### src/include/smc_consts.svh
// Purpose: offsets, field positions, reset values and masks of the measure timer control
// Assumes: byte-wide register port, 5-bit address
// Notes: definitions only
`ifndef SMC_CONSTS_SVH
`define SMC_CONSTS_SVH
// ----------------------------------------------------------------
// register offsets
// ----------------------------------------------------------------
`define SMC_OFS_CTRL_A 5'h00
`define SMC_OFS_CTRL_B 5'h01
`define SMC_OFS_STATUS 5'h02
`define SMC_OFS_CLK_SEL 5'h03
`define SMC_OFS_WIN_SEL 5'h04
`define SMC_OFS_SIG_SEL 5'h05
`define SMC_OFS_COUNTER 5'h06
`define SMC_OFS_PERIOD 5'h09
`define SMC_OFS_CAP_PERIOD 5'h0C
`define SMC_OFS_CAP_WIDTH 5'h0F
// ----------------------------------------------------------------
// field positions
// ----------------------------------------------------------------
`define SMC_BIT_EN 7
`define SMC_BIT_HALT 5
`define SMC_BIT_WINDOW_POLARITY 4
`define SMC_BIT_SIGNAL_POLARITY 3
`define SMC_BIT_CLOCK_EDGE_POLARITY 2
`define SMC_BIT_GO 7
`define SMC_BIT_REPEAT 6
`define SMC_BIT_PR_UPD 7
`define SMC_BIT_PW_UPD 6
`define SMC_BIT_RST_REQ 5
`define SMC_BIT_TS 2
`define SMC_BIT_WS 1
`define SMC_BIT_AS 0
// ----------------------------------------------------------------
// writable masks and reset values
// ----------------------------------------------------------------
`define SMC_MASK_CTRL_A 8'hBF
`define SMC_MASK_CTRL_B 8'hCF
`define SMC_MASK_CLK_SEL 8'h07
`define SMC_MASK_SRC_SEL 8'h1F
`define SMC_RST_BYTE 8'h00
`define SMC_RST_COUNT 24'h000000
`define SMC_RST_PERIOD 24'hFFFFFF
`define SMC_DUTY_RESTART 24'h000001
// ----------------------------------------------------------------
// source counts (codes at or above are reserved)
// ----------------------------------------------------------------
`define SMC_NUM_CLK 8
`define SMC_NUM_WIN 27
`define SMC_NUM_SIG 26
`endif

### src/include/smc_pkg.sv
// Purpose: types shared by the measure timer control files
// Assumes: nothing
// Notes: constants live in smc_consts.svh
package smc_pkg;
  typedef enum logic [3:0] {
    SMC_MODE_TIMER = 4'h0,
    SMC_MODE_GATED_TIMER = 4'h1,
    SMC_MODE_PERIOD_DUTY = 4'h2,
    SMC_MODE_HIGH_LOW = 4'h3,
    SMC_MODE_WIN_MEASURE = 4'h4,
    SMC_MODE_GATED_WIN = 4'h5,
    SMC_MODE_FLIGHT = 4'h6,
    SMC_MODE_CAPTURE = 4'h7,
    SMC_MODE_COUNTER = 4'h8,
    SMC_MODE_GATED_COUNTER = 4'h9,
    SMC_MODE_WIN_COUNTER = 4'hA
  } smc_mode_e;
  typedef enum logic [1:0] {
    SMC_ST_IDLE = 2'b00,
    SMC_ST_ARMED = 2'b01,
    SMC_ST_RUN = 2'b11
  } smc_state_e;
  typedef struct packed {
    logic [4:0] addr;
    logic [7:0] wdata;
    logic wr;
    logic rd;
  } smc_bus_req_s;
  typedef struct packed {
    logic act;
    logic rise;
    logic fall;
  } smc_edge_s;
  typedef struct packed {
    logic wait_start;
    logic start;
    logic inc;
    logic pr_ev;
    logic pw_ev;
    logic clr_on_pr;
    logic clr_on_pw;
  } smc_act_s;
endpackage

### src/hdl/smc_measure_ctrl.sv
// Purpose: control, status and source selection of a 24-bit signal measurement timer
// Assumes: one 10 MHz clock; clock sources arrive as sampled levels
// Notes: register read data stand one cycle after the read strobe
// Operation
// - enable low resets internal state and drops the clock request
// - enable low leaves every software-visible register untouched except the acquiring, window and counting status bits, which clear
// - on period match hold or clear per halt bit, match pulse follows
// - window polarity 1 means active low, falling edges
// - signal polarity 1 means active low, falling edges
// - clock polarity picks rising or falling counting edge
// - prescale code divides by 1, 2, 4 or 8
// - run bit permits counting; hardware clears it when a single run ends
// - repeat bit chooses continuous or single acquisition
// - four-bit mode field with eleven codes, rest reserved
// - period update request loads captured period, then self-clears
// - width update request loads captured width, then self-clears
// - reset request clears the counter, then self-clears
// - counting status shows the counter is incrementing
// - window status shows the window is open
// - acquiring status shows a measurement in progress
// - three-bit clock select picks one of eight counting clocks
// - five-bit window select, codes 27 and up reserved
// - five-bit signal select, codes 26 and up reserved
// - every field resets to zero except period, which resets to all ones; unimplemented bits read zero
// - timer mode clears, or holds at period when the halt bit is set, on period match and signals it
// - counter modes count signal edges, others the selected clock
// - counter, period and captures are 24 bits in three bytes
//
// The plain strobed port and the placing of the registers were left to the implementer.
`timescale 1ns/1ps
`include "smc_consts.svh"
module smc_measure_ctrl (
  // clock and reset
  input wire logic i_clk,
  input wire logic i_rst_b,
  // register port
  input smc_pkg::smc_bus_req_s i_bus,
  output logic [7:0] o_rdata,
  // sources
  input wire logic [7:0] i_clk_src,
  input wire logic [31:0] i_win_src,
  input wire logic [31:0] i_sig_src,
  // events and requests
  output logic o_clk_req,
  output logic o_period_match,
  output logic o_pr_capture,
  output logic o_pw_capture
);
  import smc_pkg::*;

  // ----------------------------------------------------------------
  // helpers
  // ----------------------------------------------------------------
  function automatic logic [2:0] presc_last(input logic [1:0] code);
    presc_last = 3'((4'h1 << code) - 4'h1);
  endfunction

  function automatic logic hit3(input logic [4:0] addr, input logic [4:0] base);
    hit3 = (addr >= base) && (addr < 5'(base + 5'h3));
  endfunction

  function automatic logic [7:0] byte_of(input logic [23:0] v, input logic [1:0] k);
    byte_of = v[8*k +: 8];
  endfunction

  function automatic logic [23:0] put_byte(input logic [23:0] v, input logic [1:0] k,
                                           input logic [7:0] b);
    logic [23:0] r;
    r = v;
    r[8*k +: 8] = b;
    put_byte = r;
  endfunction

  // per-mode reaction to the current edges
  function automatic smc_act_s mode_act(input logic [3:0] mode, input logic tick,
                                        input smc_edge_s w, input smc_edge_s s);
    smc_act_s a;
    a = '0;
    unique case (mode)
      SMC_MODE_TIMER: a.inc = tick;
      SMC_MODE_GATED_TIMER: begin
        a.inc = tick & s.act;
        a.pw_ev = s.fall;
      end
      SMC_MODE_PERIOD_DUTY: begin
        a.inc = tick;
        a.pw_ev = s.fall;
        a.pr_ev = s.rise;
        a.clr_on_pr = 1'b1;
      end
      SMC_MODE_HIGH_LOW: begin
        a.wait_start = 1'b1;
        a.start = s.rise;
        a.inc = tick;
        a.pw_ev = s.fall;
        a.pr_ev = s.rise;
        a.clr_on_pr = 1'b1;
        a.clr_on_pw = 1'b1;
      end
      SMC_MODE_WIN_MEASURE: begin
        a.wait_start = 1'b1;
        a.start = w.rise;
        a.inc = tick;
        a.pr_ev = w.rise;
        a.clr_on_pr = 1'b1;
      end
      SMC_MODE_GATED_WIN: begin
        a.wait_start = 1'b1;
        a.start = w.rise;
        a.inc = tick & s.act;
        a.pr_ev = w.rise;
        a.clr_on_pr = 1'b1;
      end
      SMC_MODE_FLIGHT: begin
        a.wait_start = 1'b1;
        a.start = w.rise;
        a.inc = tick;
        a.pr_ev = s.rise;
        a.pw_ev = w.rise & ~s.rise;
        a.clr_on_pr = 1'b1;
        a.clr_on_pw = 1'b1;
      end
      SMC_MODE_CAPTURE: begin
        a.inc = tick;
        a.pr_ev = w.rise;
        a.pw_ev = w.fall;
      end
      SMC_MODE_COUNTER: begin
        a.inc = s.rise;
        a.pw_ev = w.rise;
      end
      SMC_MODE_GATED_COUNTER: begin
        a.wait_start = 1'b1;
        a.start = w.rise;
        a.inc = s.rise & w.act;
        a.pw_ev = w.fall;
      end
      SMC_MODE_WIN_COUNTER: begin
        a.wait_start = 1'b1;
        a.start = w.rise;
        a.inc = s.rise;
        a.pw_ev = w.fall;
        a.pr_ev = w.rise;
      end
      default: a = '0; // reserved codes do nothing
    endcase
    mode_act = a;
  endfunction

  // ----------------------------------------------------------------
  // registers
  // ----------------------------------------------------------------
  logic [7:0] ctrl_a;
  logic [7:0] ctrl_b;
  logic [2:0] upd_req;
  logic [7:0] clk_sel;
  logic [7:0] win_sel;
  logic [7:0] sig_sel;
  logic [23:0] counter;
  logic [23:0] period;
  logic [23:0] cap_period;
  logic [23:0] cap_width;
  logic [2:0] presc_cnt;
  logic counting;
  smc_state_e state;
  smc_state_e next_state;
  logic [23:0] next_counter;

  // ----------------------------------------------------------------
  // field decode
  // ----------------------------------------------------------------
  wire logic en = ctrl_a[`SMC_BIT_EN];
  wire logic halt = ctrl_a[`SMC_BIT_HALT];
  wire logic go = ctrl_b[`SMC_BIT_GO];
  wire logic repeat_on = ctrl_b[`SMC_BIT_REPEAT];
  wire logic [3:0] mode = ctrl_b[3:0];
  wire logic async_mode = mode[3];
  wire logic wr = i_bus.wr;
  wire logic [4:0] addr = i_bus.addr;
  wire logic [1:0] cnt_k = 2'(addr - `SMC_OFS_COUNTER);
  wire logic [1:0] per_k = 2'(addr - `SMC_OFS_PERIOD);
  wire logic wr_a = wr && addr == `SMC_OFS_CTRL_A;
  wire logic wr_b = wr && addr == `SMC_OFS_CTRL_B;
  wire logic wr_st = wr && addr == `SMC_OFS_STATUS;
  wire logic wr_cnt = wr && hit3(addr, `SMC_OFS_COUNTER);
  wire logic wr_per = wr && hit3(addr, `SMC_OFS_PERIOD);

  // ----------------------------------------------------------------
  // source selection
  // ----------------------------------------------------------------
  smc_edge_s clk_e;
  smc_edge_s win_e;
  smc_edge_s sig_e;
  // the counting edge is the rising edge of clock xor polarity
  smc_src_sync #(.NUM_SRC(`SMC_NUM_CLK)) u_clk_sel (
    .i_clk(i_clk),
    .i_rst_b(i_rst_b),
    .i_src({24'h000000, i_clk_src}),
    .i_code({2'h0, clk_sel[2:0]}),
    .i_pol(ctrl_a[`SMC_BIT_CLOCK_EDGE_POLARITY]),
    .o_edge(clk_e)
  );
  smc_src_sync #(.NUM_SRC(`SMC_NUM_WIN)) u_win_sel (
    .i_clk(i_clk),
    .i_rst_b(i_rst_b),
    .i_src(i_win_src),
    .i_code(win_sel[4:0]),
    .i_pol(ctrl_a[`SMC_BIT_WINDOW_POLARITY]),
    .o_edge(win_e)
  );
  smc_src_sync #(.NUM_SRC(`SMC_NUM_SIG)) u_sig_sel (
    .i_clk(i_clk),
    .i_rst_b(i_rst_b),
    .i_src(i_sig_src),
    .i_code(sig_sel[4:0]),
    .i_pol(ctrl_a[`SMC_BIT_SIGNAL_POLARITY]),
    .o_edge(sig_e)
  );

  // ----------------------------------------------------------------
  // timing and mode actions
  // ----------------------------------------------------------------
  wire logic presc_wrap = (presc_cnt == presc_last(ctrl_a[1:0]));
  wire logic tick = en && !async_mode && clk_e.rise && presc_wrap;
  wire smc_act_s act = mode_act(mode, tick, win_e, sig_e);
  wire logic live = en && go;
  wire logic running = live && state == SMC_ST_RUN;
  wire logic inc = running && act.inc;
  wire logic match = (counter == period);
  wire logic pr_ev = running && act.pr_ev;
  wire logic pw_ev = running && act.pw_ev;
  wire logic done = (pr_ev || pw_ev) && !repeat_on;
  wire logic start_ev = live && state == SMC_ST_ARMED && act.start;
  wire logic pr_upd = en && upd_req[2];
  wire logic pw_upd = en && upd_req[1];
  wire logic rst_upd = en && upd_req[0];
  wire logic restart = (pr_ev && act.clr_on_pr) || (pw_ev && act.clr_on_pw);
  wire logic [23:0] restart_val = (mode == SMC_MODE_PERIOD_DUTY && pr_ev) ?
                                  `SMC_DUTY_RESTART : `SMC_RST_COUNT;

  // acquisition sequence: idle, armed for a start edge, running
  always_comb begin
    next_state = state;
    unique case (state)
      SMC_ST_IDLE: if (live) begin
        next_state = act.wait_start ? SMC_ST_ARMED : SMC_ST_RUN;
      end
      SMC_ST_ARMED: if (start_ev) begin
        next_state = SMC_ST_RUN;
      end
      SMC_ST_RUN: if (done) begin
        next_state = SMC_ST_IDLE;
      end
      default: next_state = SMC_ST_IDLE;
    endcase
    if (!live) begin
      next_state = SMC_ST_IDLE;
    end
  end

  // counter source priority: software byte, manual reset, start edge, restart, count
  always_comb begin
    next_counter = counter;
    if (wr_cnt) begin
      next_counter = put_byte(counter, cnt_k, i_bus.wdata);
    end else if (rst_upd) begin
      next_counter = `SMC_RST_COUNT;
    end else if (start_ev) begin
      next_counter = `SMC_RST_COUNT;
    end else if (restart) begin
      next_counter = restart_val;
    end else if (inc) begin
      next_counter = match ? (halt ? period : `SMC_RST_COUNT) : 24'(counter + 24'h1);
    end
  end

  // ----------------------------------------------------------------
  // state registers
  // ----------------------------------------------------------------
  // prescaler and sequence clear while disabled
  always_ff @(posedge i_clk) begin
    if (!i_rst_b || !en) begin
      presc_cnt <= 3'h0;
      state <= SMC_ST_IDLE;
    end else begin
      if (clk_e.rise && !async_mode) begin
        presc_cnt <= presc_wrap ? 3'h0 : 3'(presc_cnt + 3'h1);
      end
      state <= next_state;
    end
  end

  // counter and period registers survive disable
  always_ff @(posedge i_clk) begin
    if (!i_rst_b) begin
      counter <= `SMC_RST_COUNT;
      period <= `SMC_RST_PERIOD;
    end else begin
      counter <= next_counter;
      if (wr_per) begin
        period <= put_byte(period, per_k, i_bus.wdata);
      end
    end
  end

  // captured latches: mode events and manual updates
  always_ff @(posedge i_clk) begin
    if (!i_rst_b) begin
      cap_period <= `SMC_RST_COUNT;
      cap_width <= `SMC_RST_COUNT;
    end else begin
      if (pr_ev || pr_upd) begin
        cap_period <= counter;
      end
      if (pw_ev || pw_upd) begin
        cap_width <= counter;
      end
    end
  end

  // control registers; software set of the run bit wins over hardware clear
  always_ff @(posedge i_clk) begin
    if (!i_rst_b) begin
      ctrl_a <= `SMC_RST_BYTE;
      ctrl_b <= `SMC_RST_BYTE;
      clk_sel <= `SMC_RST_BYTE;
      win_sel <= `SMC_RST_BYTE;
      sig_sel <= `SMC_RST_BYTE;
    end else begin
      if (wr_a) begin
        ctrl_a <= i_bus.wdata & `SMC_MASK_CTRL_A;
      end
      if (wr_b) begin
        ctrl_b <= i_bus.wdata & `SMC_MASK_CTRL_B;
      end else if (en && done) begin
        ctrl_b[`SMC_BIT_GO] <= 1'b0;
      end
      if (wr && addr == `SMC_OFS_CLK_SEL) begin
        clk_sel <= i_bus.wdata & `SMC_MASK_CLK_SEL;
      end
      if (wr && addr == `SMC_OFS_WIN_SEL) begin
        win_sel <= i_bus.wdata & `SMC_MASK_SRC_SEL;
      end
      if (wr && addr == `SMC_OFS_SIG_SEL) begin
        sig_sel <= i_bus.wdata & `SMC_MASK_SRC_SEL;
      end
    end
  end

  // update requests: a software write of 1 wins over the hardware clear
  always_ff @(posedge i_clk) begin
    if (!i_rst_b) begin
      upd_req <= 3'h0;
    end else if (wr_st) begin
      upd_req <= i_bus.wdata[`SMC_BIT_PR_UPD:`SMC_BIT_RST_REQ] | (upd_req & ~{pr_upd, pw_upd,
                 rst_upd});
    end else begin
      upd_req <= upd_req & ~{pr_upd, pw_upd, rst_upd};
    end
  end

  // ----------------------------------------------------------------
  // read path and outputs
  // ----------------------------------------------------------------
  wire logic [7:0] status_byte = {upd_req, 2'h0, counting, win_e.act && en,
                                  state != SMC_ST_IDLE};
  wire logic [7:0] rd_mux =
    (addr == `SMC_OFS_CTRL_A) ? ctrl_a :
    (addr == `SMC_OFS_CTRL_B) ? ctrl_b :
    (addr == `SMC_OFS_STATUS) ? status_byte :
    (addr == `SMC_OFS_CLK_SEL) ? clk_sel :
    (addr == `SMC_OFS_WIN_SEL) ? win_sel :
    (addr == `SMC_OFS_SIG_SEL) ? sig_sel :
    hit3(addr, `SMC_OFS_COUNTER) ? byte_of(counter, cnt_k) :
    hit3(addr, `SMC_OFS_PERIOD) ? byte_of(period, per_k) :
    hit3(addr, `SMC_OFS_CAP_PERIOD) ? byte_of(cap_period, 2'(addr - `SMC_OFS_CAP_PERIOD)) :
    hit3(addr, `SMC_OFS_CAP_WIDTH) ? byte_of(cap_width, 2'(addr - `SMC_OFS_CAP_WIDTH)) :
    8'h00; // unmapped reads zero

  // registered outputs
  always_ff @(posedge i_clk) begin
    if (!i_rst_b) begin
      o_rdata <= 8'h00;
      o_clk_req <= 1'b0;
      o_period_match <= 1'b0;
      o_pr_capture <= 1'b0;
      o_pw_capture <= 1'b0;
      counting <= 1'b0;
    end else begin
      o_rdata <= i_bus.rd ? rd_mux : 8'h00;
      o_clk_req <= en && go;
      o_period_match <= inc && match;
      o_pr_capture <= pr_ev || pr_upd;
      o_pw_capture <= pw_ev || pw_upd;
      counting <= inc;
    end
  end
endmodule

### src/hdl/smc_src_sync.sv
// Purpose: picks one source by code, synchronises it and finds its active edges
// Assumes: sources are levels, sampled on i_clk
// Notes: reserved codes give a quiet low source
`timescale 1ns/1ps
`include "smc_consts.svh"
module smc_src_sync #(
  parameter int NUM_SRC = 32
) (
  // clock and reset
  input wire logic i_clk,
  input wire logic i_rst_b,
  // source choice
  input wire logic [31:0] i_src,
  input wire logic [4:0] i_code,
  input wire logic i_pol,
  // result
  output smc_pkg::smc_edge_s o_edge
);
  import smc_pkg::*;
  logic sync_meta;
  logic sync_lvl;
  logic prev_lvl;
  wire logic code_ok = (32'(i_code) < NUM_SRC);
  wire logic picked = code_ok & i_src[i_code];
  wire logic act_now = sync_lvl ^ i_pol;
  wire logic act_prev = prev_lvl ^ i_pol;
  // two-stage synchroniser, third stage only for edge history
  always_ff @(posedge i_clk) begin
    if (!i_rst_b) begin
      sync_meta <= 1'b0;
      sync_lvl <= 1'b0;
      prev_lvl <= 1'b0;
    end else begin
      sync_meta <= picked;
      sync_lvl <= sync_meta;
      prev_lvl <= sync_lvl;
    end
  end
  // polarity folds falling edges onto the active edge
  assign o_edge.act = act_now;
  assign o_edge.rise = act_now & ~act_prev;
  assign o_edge.fall = ~act_now & act_prev;
endmodule

### config.mk
export PLATFORM = sky130hd
export DESIGN_NAME = smc_measure_ctrl
export DESIGN_NICKNAME = d
export VERILOG_FILES = /design/src/include/smc_pkg.sv /design/src/hdl/smc_measure_ctrl.sv /design/src/hdl/smc_src_sync.sv
export VERILOG_INCLUDE_DIRS = /design/src /design/src/include
export SDC_FILE = /design/constraint.sdc
export NUM_CORES = 1
export LEC_CHECK = 0
export BUFFER_PORTS_ARGS = -buffer_cell sky130_fd_sc_hd__buf_2
export CAP_MARGIN = 5
export CORE_MARGIN = 5
export CORE_UTILIZATION = 55
export DETAILED_ROUTE_END_ITERATION = 10
export GPL_TIMING_DRIVEN = 0
export PLACE_DENSITY = 0.83
export SYNTH_ARGS = -nofsm -noshare
export SYNTH_HDL_FRONTEND = slang
export SYNTH_SLANG_ARGS = --single-unit
### constraint.sdc
create_clock -name i_clk -period 3.53 [get_ports i_clk]
set_input_delay 0.706 -clock i_clk [delete_from_list [all_inputs] [get_ports i_clk]]
set_output_delay 0.706 -clock i_clk [all_outputs]
set_load 0.02 [all_outputs]
==> reports/metrics.cfg <==
[status]
outcome = finished with violations
failed_checks = setup timing

[placement]
dp_hpwl_um = 24660
place_congestion = 1.005
placed_cell_area_um2 = 10230
buffer_ports.inserted = 83

[logic_synthesis]
syn_nets = 1204
ys_ff_latch = 152
ys.flop_type = sky130_fd_sc_hd__dfxtp_1
seq_total_area_yosys_pct = 31.92
synth_fa_ha_area_share_pct = 1.312
async_flop_share_pct = 0
synth_enable_flop_cells = 0
synth-simple-area-share_pct = 20.81
synth_xor_xnor_area_share_pct = 4.961
synthesis.area_per_instance_um2 = 8.628
compound_gate_portion_of_the_synthesized_area_pct = 19.80
post_synth_instance_area_um2 = 9534
synthDistinctLibCells = 78
yosys-mux-area-fraction_pct = 15.07
synth_top_family_by_area = simple AND/OR/NAND/NOR gates
yosysWarningCount = 0
gate_count_after_technology_mapping = 1105

[sta]
fin_skew_ns = 0.01043
report.final.setup_viol = 1
final_max_slew_viol_count = 0
setup_slack_ns = -0.03689
rsz0062_at_grt = false
layout_worst_path_cycle_share_pct = 101.0
final-hold-violation-count = 0
worst_pin_slew_ns = 0.9559
max_freq_ghz = 0.2804
finalHoldWorstSlack_ns = 0.4395
max-slew-margin-rel_pct = 35.69
accumulated_negative_setup_slack_ns = -0.03689
period_minus_slack_ns = 3.567

[grt]
global_route.overflow_total = 0
number_of_global_route_vias_before_repair = 8990
antenna_found_initial = 1
grtUsageTotal_pct = 33.28
first_pass_grt_wire_length_um = 51560
grt_max_degree = 17

[clock_tree]
cts-root-to-sink-buffers = 2
clock_insertion_delay_worst_skew_ns = 0.44
clock-sinks = 152
clock_buffer_count_from_cts = 17
clock_tree_from_tritoncts = built
ctsHtreeMaxLevel = 4
clk_pin_slew_worst_paths_ns = 0.07
root_buffer = sky130_fd_sc_hd__clkbuf_16

[drt]
post_drt_via_cell_ratio = 6.499
residual_antenna_violating_net_count_after_detailed_routing = 0
vias = 9371
drc_errors = 0
drt_first_pass_iters = 6
drt-wirelength-per-cell_um = 23.41
drt_iter0_drc = 1168
drt-total-wl_um = 33760

[setup_path]
ff2ff_setup_slack_ns = 0.31
critical_path.startpoint_type = input pin
worst_path_largest_cell_delay_ns = 0.43
crit_chain = buf_2 > clkbuf_4 > inv_1 > buf_2 > ha_4 > buf_4 > mux2i_1 > nor2_1 > a21oi_1 > o22ai_1 > a21oi_1 > a211o_1 > a31oi_1
worstReg2RegStart = counter[3]
cp-end-kind = flip-flop
timing.setup.critical_path_class = in2reg
r2r_end = counter[23]
timing.critical_path.max_delay_family = buffers and inverters
cp_buf_inv_count = 5
worst_ep_arrival_time_ns = 3.85
worst-path-max-fanout = 13
critical_path.slowest_cell = sky130_fd_sc_hd__ha_4
worst_endpoint_required_time_ns = 3.81
worstRegToRegCells = 8

[pwr]
power_switching_mw = 1.103
power.density_cell_area_nw_per_um2 = 369.9
cellLeakagePower_nw = 4.085
p_clk_share_pct = 44.6
p_sw_share_pct = 27.53
intPower_mw = 2.903
irDropWorstVdd_uv = 332.2
power.share.sequential_pct = 43.8
pwr-share-comb_pct = 11.6

[finish]
total_of_fill_cells_in_the_finished_design = 1559
fin_area_um2 = 10830
layout-drive-gt1-share_pct = 16.27
antenna_cells_inserted = 0
design.final.nets = 1303
area_growth_pct = 13.58

[worst_hold_path]
min-delay-start = u_clk_sel.sync_meta
worst_hold_path.num_cells = 1
min-delay-path-class = reg2reg
hold_end = u_clk_sel.sync_lvl

[floorplanning]
die_width_um = 141.7
floorplan.initialDensity_pct = 55.51
io-pin-count = 101
design.die.area_um2 = 20070
core-area_um2 = 17180
die_h_um = 141.7
placementRows = 48

[flow_run]
max_cap_violations = 0

sequential cells by signal, indices dropped and copies added, names as in the netlist, 2 cells and up:
register	count
cap_period	24
cap_width	24
counter	24
period	24
o_rdata	8
ctrl_a	7
ctrl_b	6
sig_sel	5
win_sel	5
clk_sel	3
presc_cnt	3
upd_req	3
state	2
cell type report:
cell class | instances | area [um2] | area share (%)
multi-input combinational | 820 | 5939 | 54.85
clock inverter | 12 | 117.6 | 1.086
sequential | 152 | 3043 | 28.10
timing repair buffer | 83 | 415.4 | 3.836
tap | 225 | 281.5 | 2.600
buffer | 101 | 476.7 | 4.402
inverter | 29 | 108.9 | 1.005
clock buffer | 20 | 446.7 | 4.125
worst max-delay path by stage:
stage / start / endpoint / slack (ns) / depth (start not counted)
finish: i_bus[10] / o_rdata[7] / -0.04 / 13
global route: i_bus[11] / o_rdata[7] / 0.007 / 13
CTS: i_bus[10] / counter[16] / 0.002 / 14
detailed placement: i_bus[10] / o_rdata[7] / -1.26 / 14
global placement: i_bus[10] / o_rdata[7] / -1.24 / 14
floorplan: i_bus[11] / o_rdata[2] / 0.31 / 13
power groups by stage:
stage / logic (mW) / clock network, mW / registers, mW
global route: 0.485 / 1.86 / 1.76
global placement: 0.431 / 0 / 1.79
CTS: 0.443 / 1.78 / 1.75
floorplan: 0.265 / 0 / 1.79
finish: 0.463 / 1.79 / 1.76
detailed placement: 0.436 / 0 / 1.79
metal layers:
layer | track usage (%) | vias up | part of all wire [%]
li1 | - | 4208 | -
met1 | 45.88 | 4354 | 39
met2 | 49.23 | 683 | 43
met3 | 7.516 | 126 | 12
met4 | 16.21 | 0 | 5.2
met5 | 0 | - | 0
placed cells by master, fill, tap and decap left out, types with 10 or more instances in the layout:
cell	synthesis	routed
sky130_fd_sc_hd__a21oi_1	50	50
sky130_fd_sc_hd__nor2_1	46	45
sky130_fd_sc_hd__o22ai_1	10	10
sky130_fd_sc_hd__a31oi_1	11	11
sky130_fd_sc_hd__o21ai_0	43	42
sky130_fd_sc_hd__a21boi_0	10	10
sky130_fd_sc_hd__mux2i_1	85	85
sky130_fd_sc_hd__nand2_1	134	134
sky130_fd_sc_hd__mux4_2	16	16
sky130_fd_sc_hd__nand3_1	37	37
sky130_fd_sc_hd__nand4_1	23	23
sky130_fd_sc_hd__xor2_1	10	10
sky130_fd_sc_hd__inv_1	29	29
sky130_fd_sc_hd__a21o_1	10	10
sky130_fd_sc_hd__o221ai_1	23	23
sky130_fd_sc_hd__clkbuf_16	0	17
sky130_fd_sc_hd__dfxtp_1	152	152
sky130_fd_sc_hd__and2_1	14	14
sky130_fd_sc_hd__o221a_1	17	17
sky130_fd_sc_hd__nor2b_1	72	72
sky130_fd_sc_hd__clkbuf_1	68	63
sky130_fd_sc_hd__xnor2_1	44	44
sky130_fd_sc_hd__buf_2	23	105
per-stage QoR:
stage | std cells | setup WS (ns) | power [mW] | utilization [%]
6_report | 1442 | -0.03689 | 4.006 | 63.05
3_5_place_dp | 1413 | -1.263 | 2.230 | 59.56
4_1_cts | 1444 | 0.002133 | 3.975 | 63.00
2_1_floorplan | 1105 | 0.3054 | 2.055 | -
3_3_place_gp | 1413 | -1.244 | 2.224 | 59.56
5_1_grt | 1442 | 0.006851 | 4.101 | 63.05
kinds of logic (layout without fill, tap and decap cells):
| kind of cell | Yosys count | in the layout |
|---|---|---|
| and+or+nand+nor | 380 | 380 |
| AOI/OAI and AO/OA | 256 | 256 |
| DFF | 152 | 152 |
| buffers and inverters | 133 | 245 |
| muxes | 120 | 120 |
| xor gates and xnor gates | 54 | 54 |
| adders and majority gates | 10 | 10 |
cells in the mapped netlist, types with 7 or more instances:
library cell | count | area, um2
sky130_fd_sc_hd__o221a_1 | 17 | 191.4
sky130_fd_sc_hd__dfxtp_1 | 152 | 3043
sky130_fd_sc_hd__mux2_1 | 7 | 78.83
sky130_fd_sc_hd__mux2_2 | 9 | 101.4
sky130_fd_sc_hd__ha_1 | 10 | 125.1
sky130_fd_sc_hd__a31oi_1 | 11 | 68.82
sky130_fd_sc_hd__o21ai_0 | 43 | 215.2
sky130_fd_sc_hd__xor2_1 | 10 | 87.58
sky130_fd_sc_hd__a221oi_2 | 7 | 105.1
sky130_fd_sc_hd__inv_1 | 29 | 108.9
sky130_fd_sc_hd__a21o_1 | 10 | 75.07
sky130_fd_sc_hd__xnor2_1 | 44 | 385.4
sky130_fd_sc_hd__nor3_1 | 7 | 35.03
sky130_fd_sc_hd__o221ai_1 | 23 | 201.4
sky130_fd_sc_hd__and2_1 | 14 | 87.58
sky130_fd_sc_hd__nand3_1 | 37 | 185.2
sky130_fd_sc_hd__nand2_1 | 134 | 503.0
sky130_fd_sc_hd__nor2b_1 | 72 | 450.4
sky130_fd_sc_hd__a41oi_1 | 8 | 70.07
sky130_fd_sc_hd__o22ai_1 | 10 | 62.56
sky130_fd_sc_hd__a21boi_0 | 10 | 75.07
sky130_fd_sc_hd__a21oi_1 | 50 | 250.2
sky130_fd_sc_hd__nand2b_1 | 7 | 43.79
sky130_fd_sc_hd__a22oi_1 | 8 | 60.06
sky130_fd_sc_hd__clkbuf_1 | 68 | 255.2
sky130_fd_sc_hd__buf_2 | 23 | 115.1
sky130_fd_sc_hd__nor2_1 | 46 | 172.7
sky130_fd_sc_hd__mux4_2 | 16 | 360.4
sky130_fd_sc_hd__nand4_1 | 23 | 143.9
sky130_fd_sc_hd__mux2i_1 | 85 | 850.8
repair_timing:
| item | in CTS | in global routing |
|---|---|---|
| resized for setup | 7 | 10 |
| gates cloned | 0 | 0 |
| hold endpoints to repair | 0 | 0 |
| hold buffers | 0 | 0 |
| endpoints found under the setup margin | 56 | 51 |
| buffers inserted | 0 | 0 |
Power figures use the tool's default switching activity.
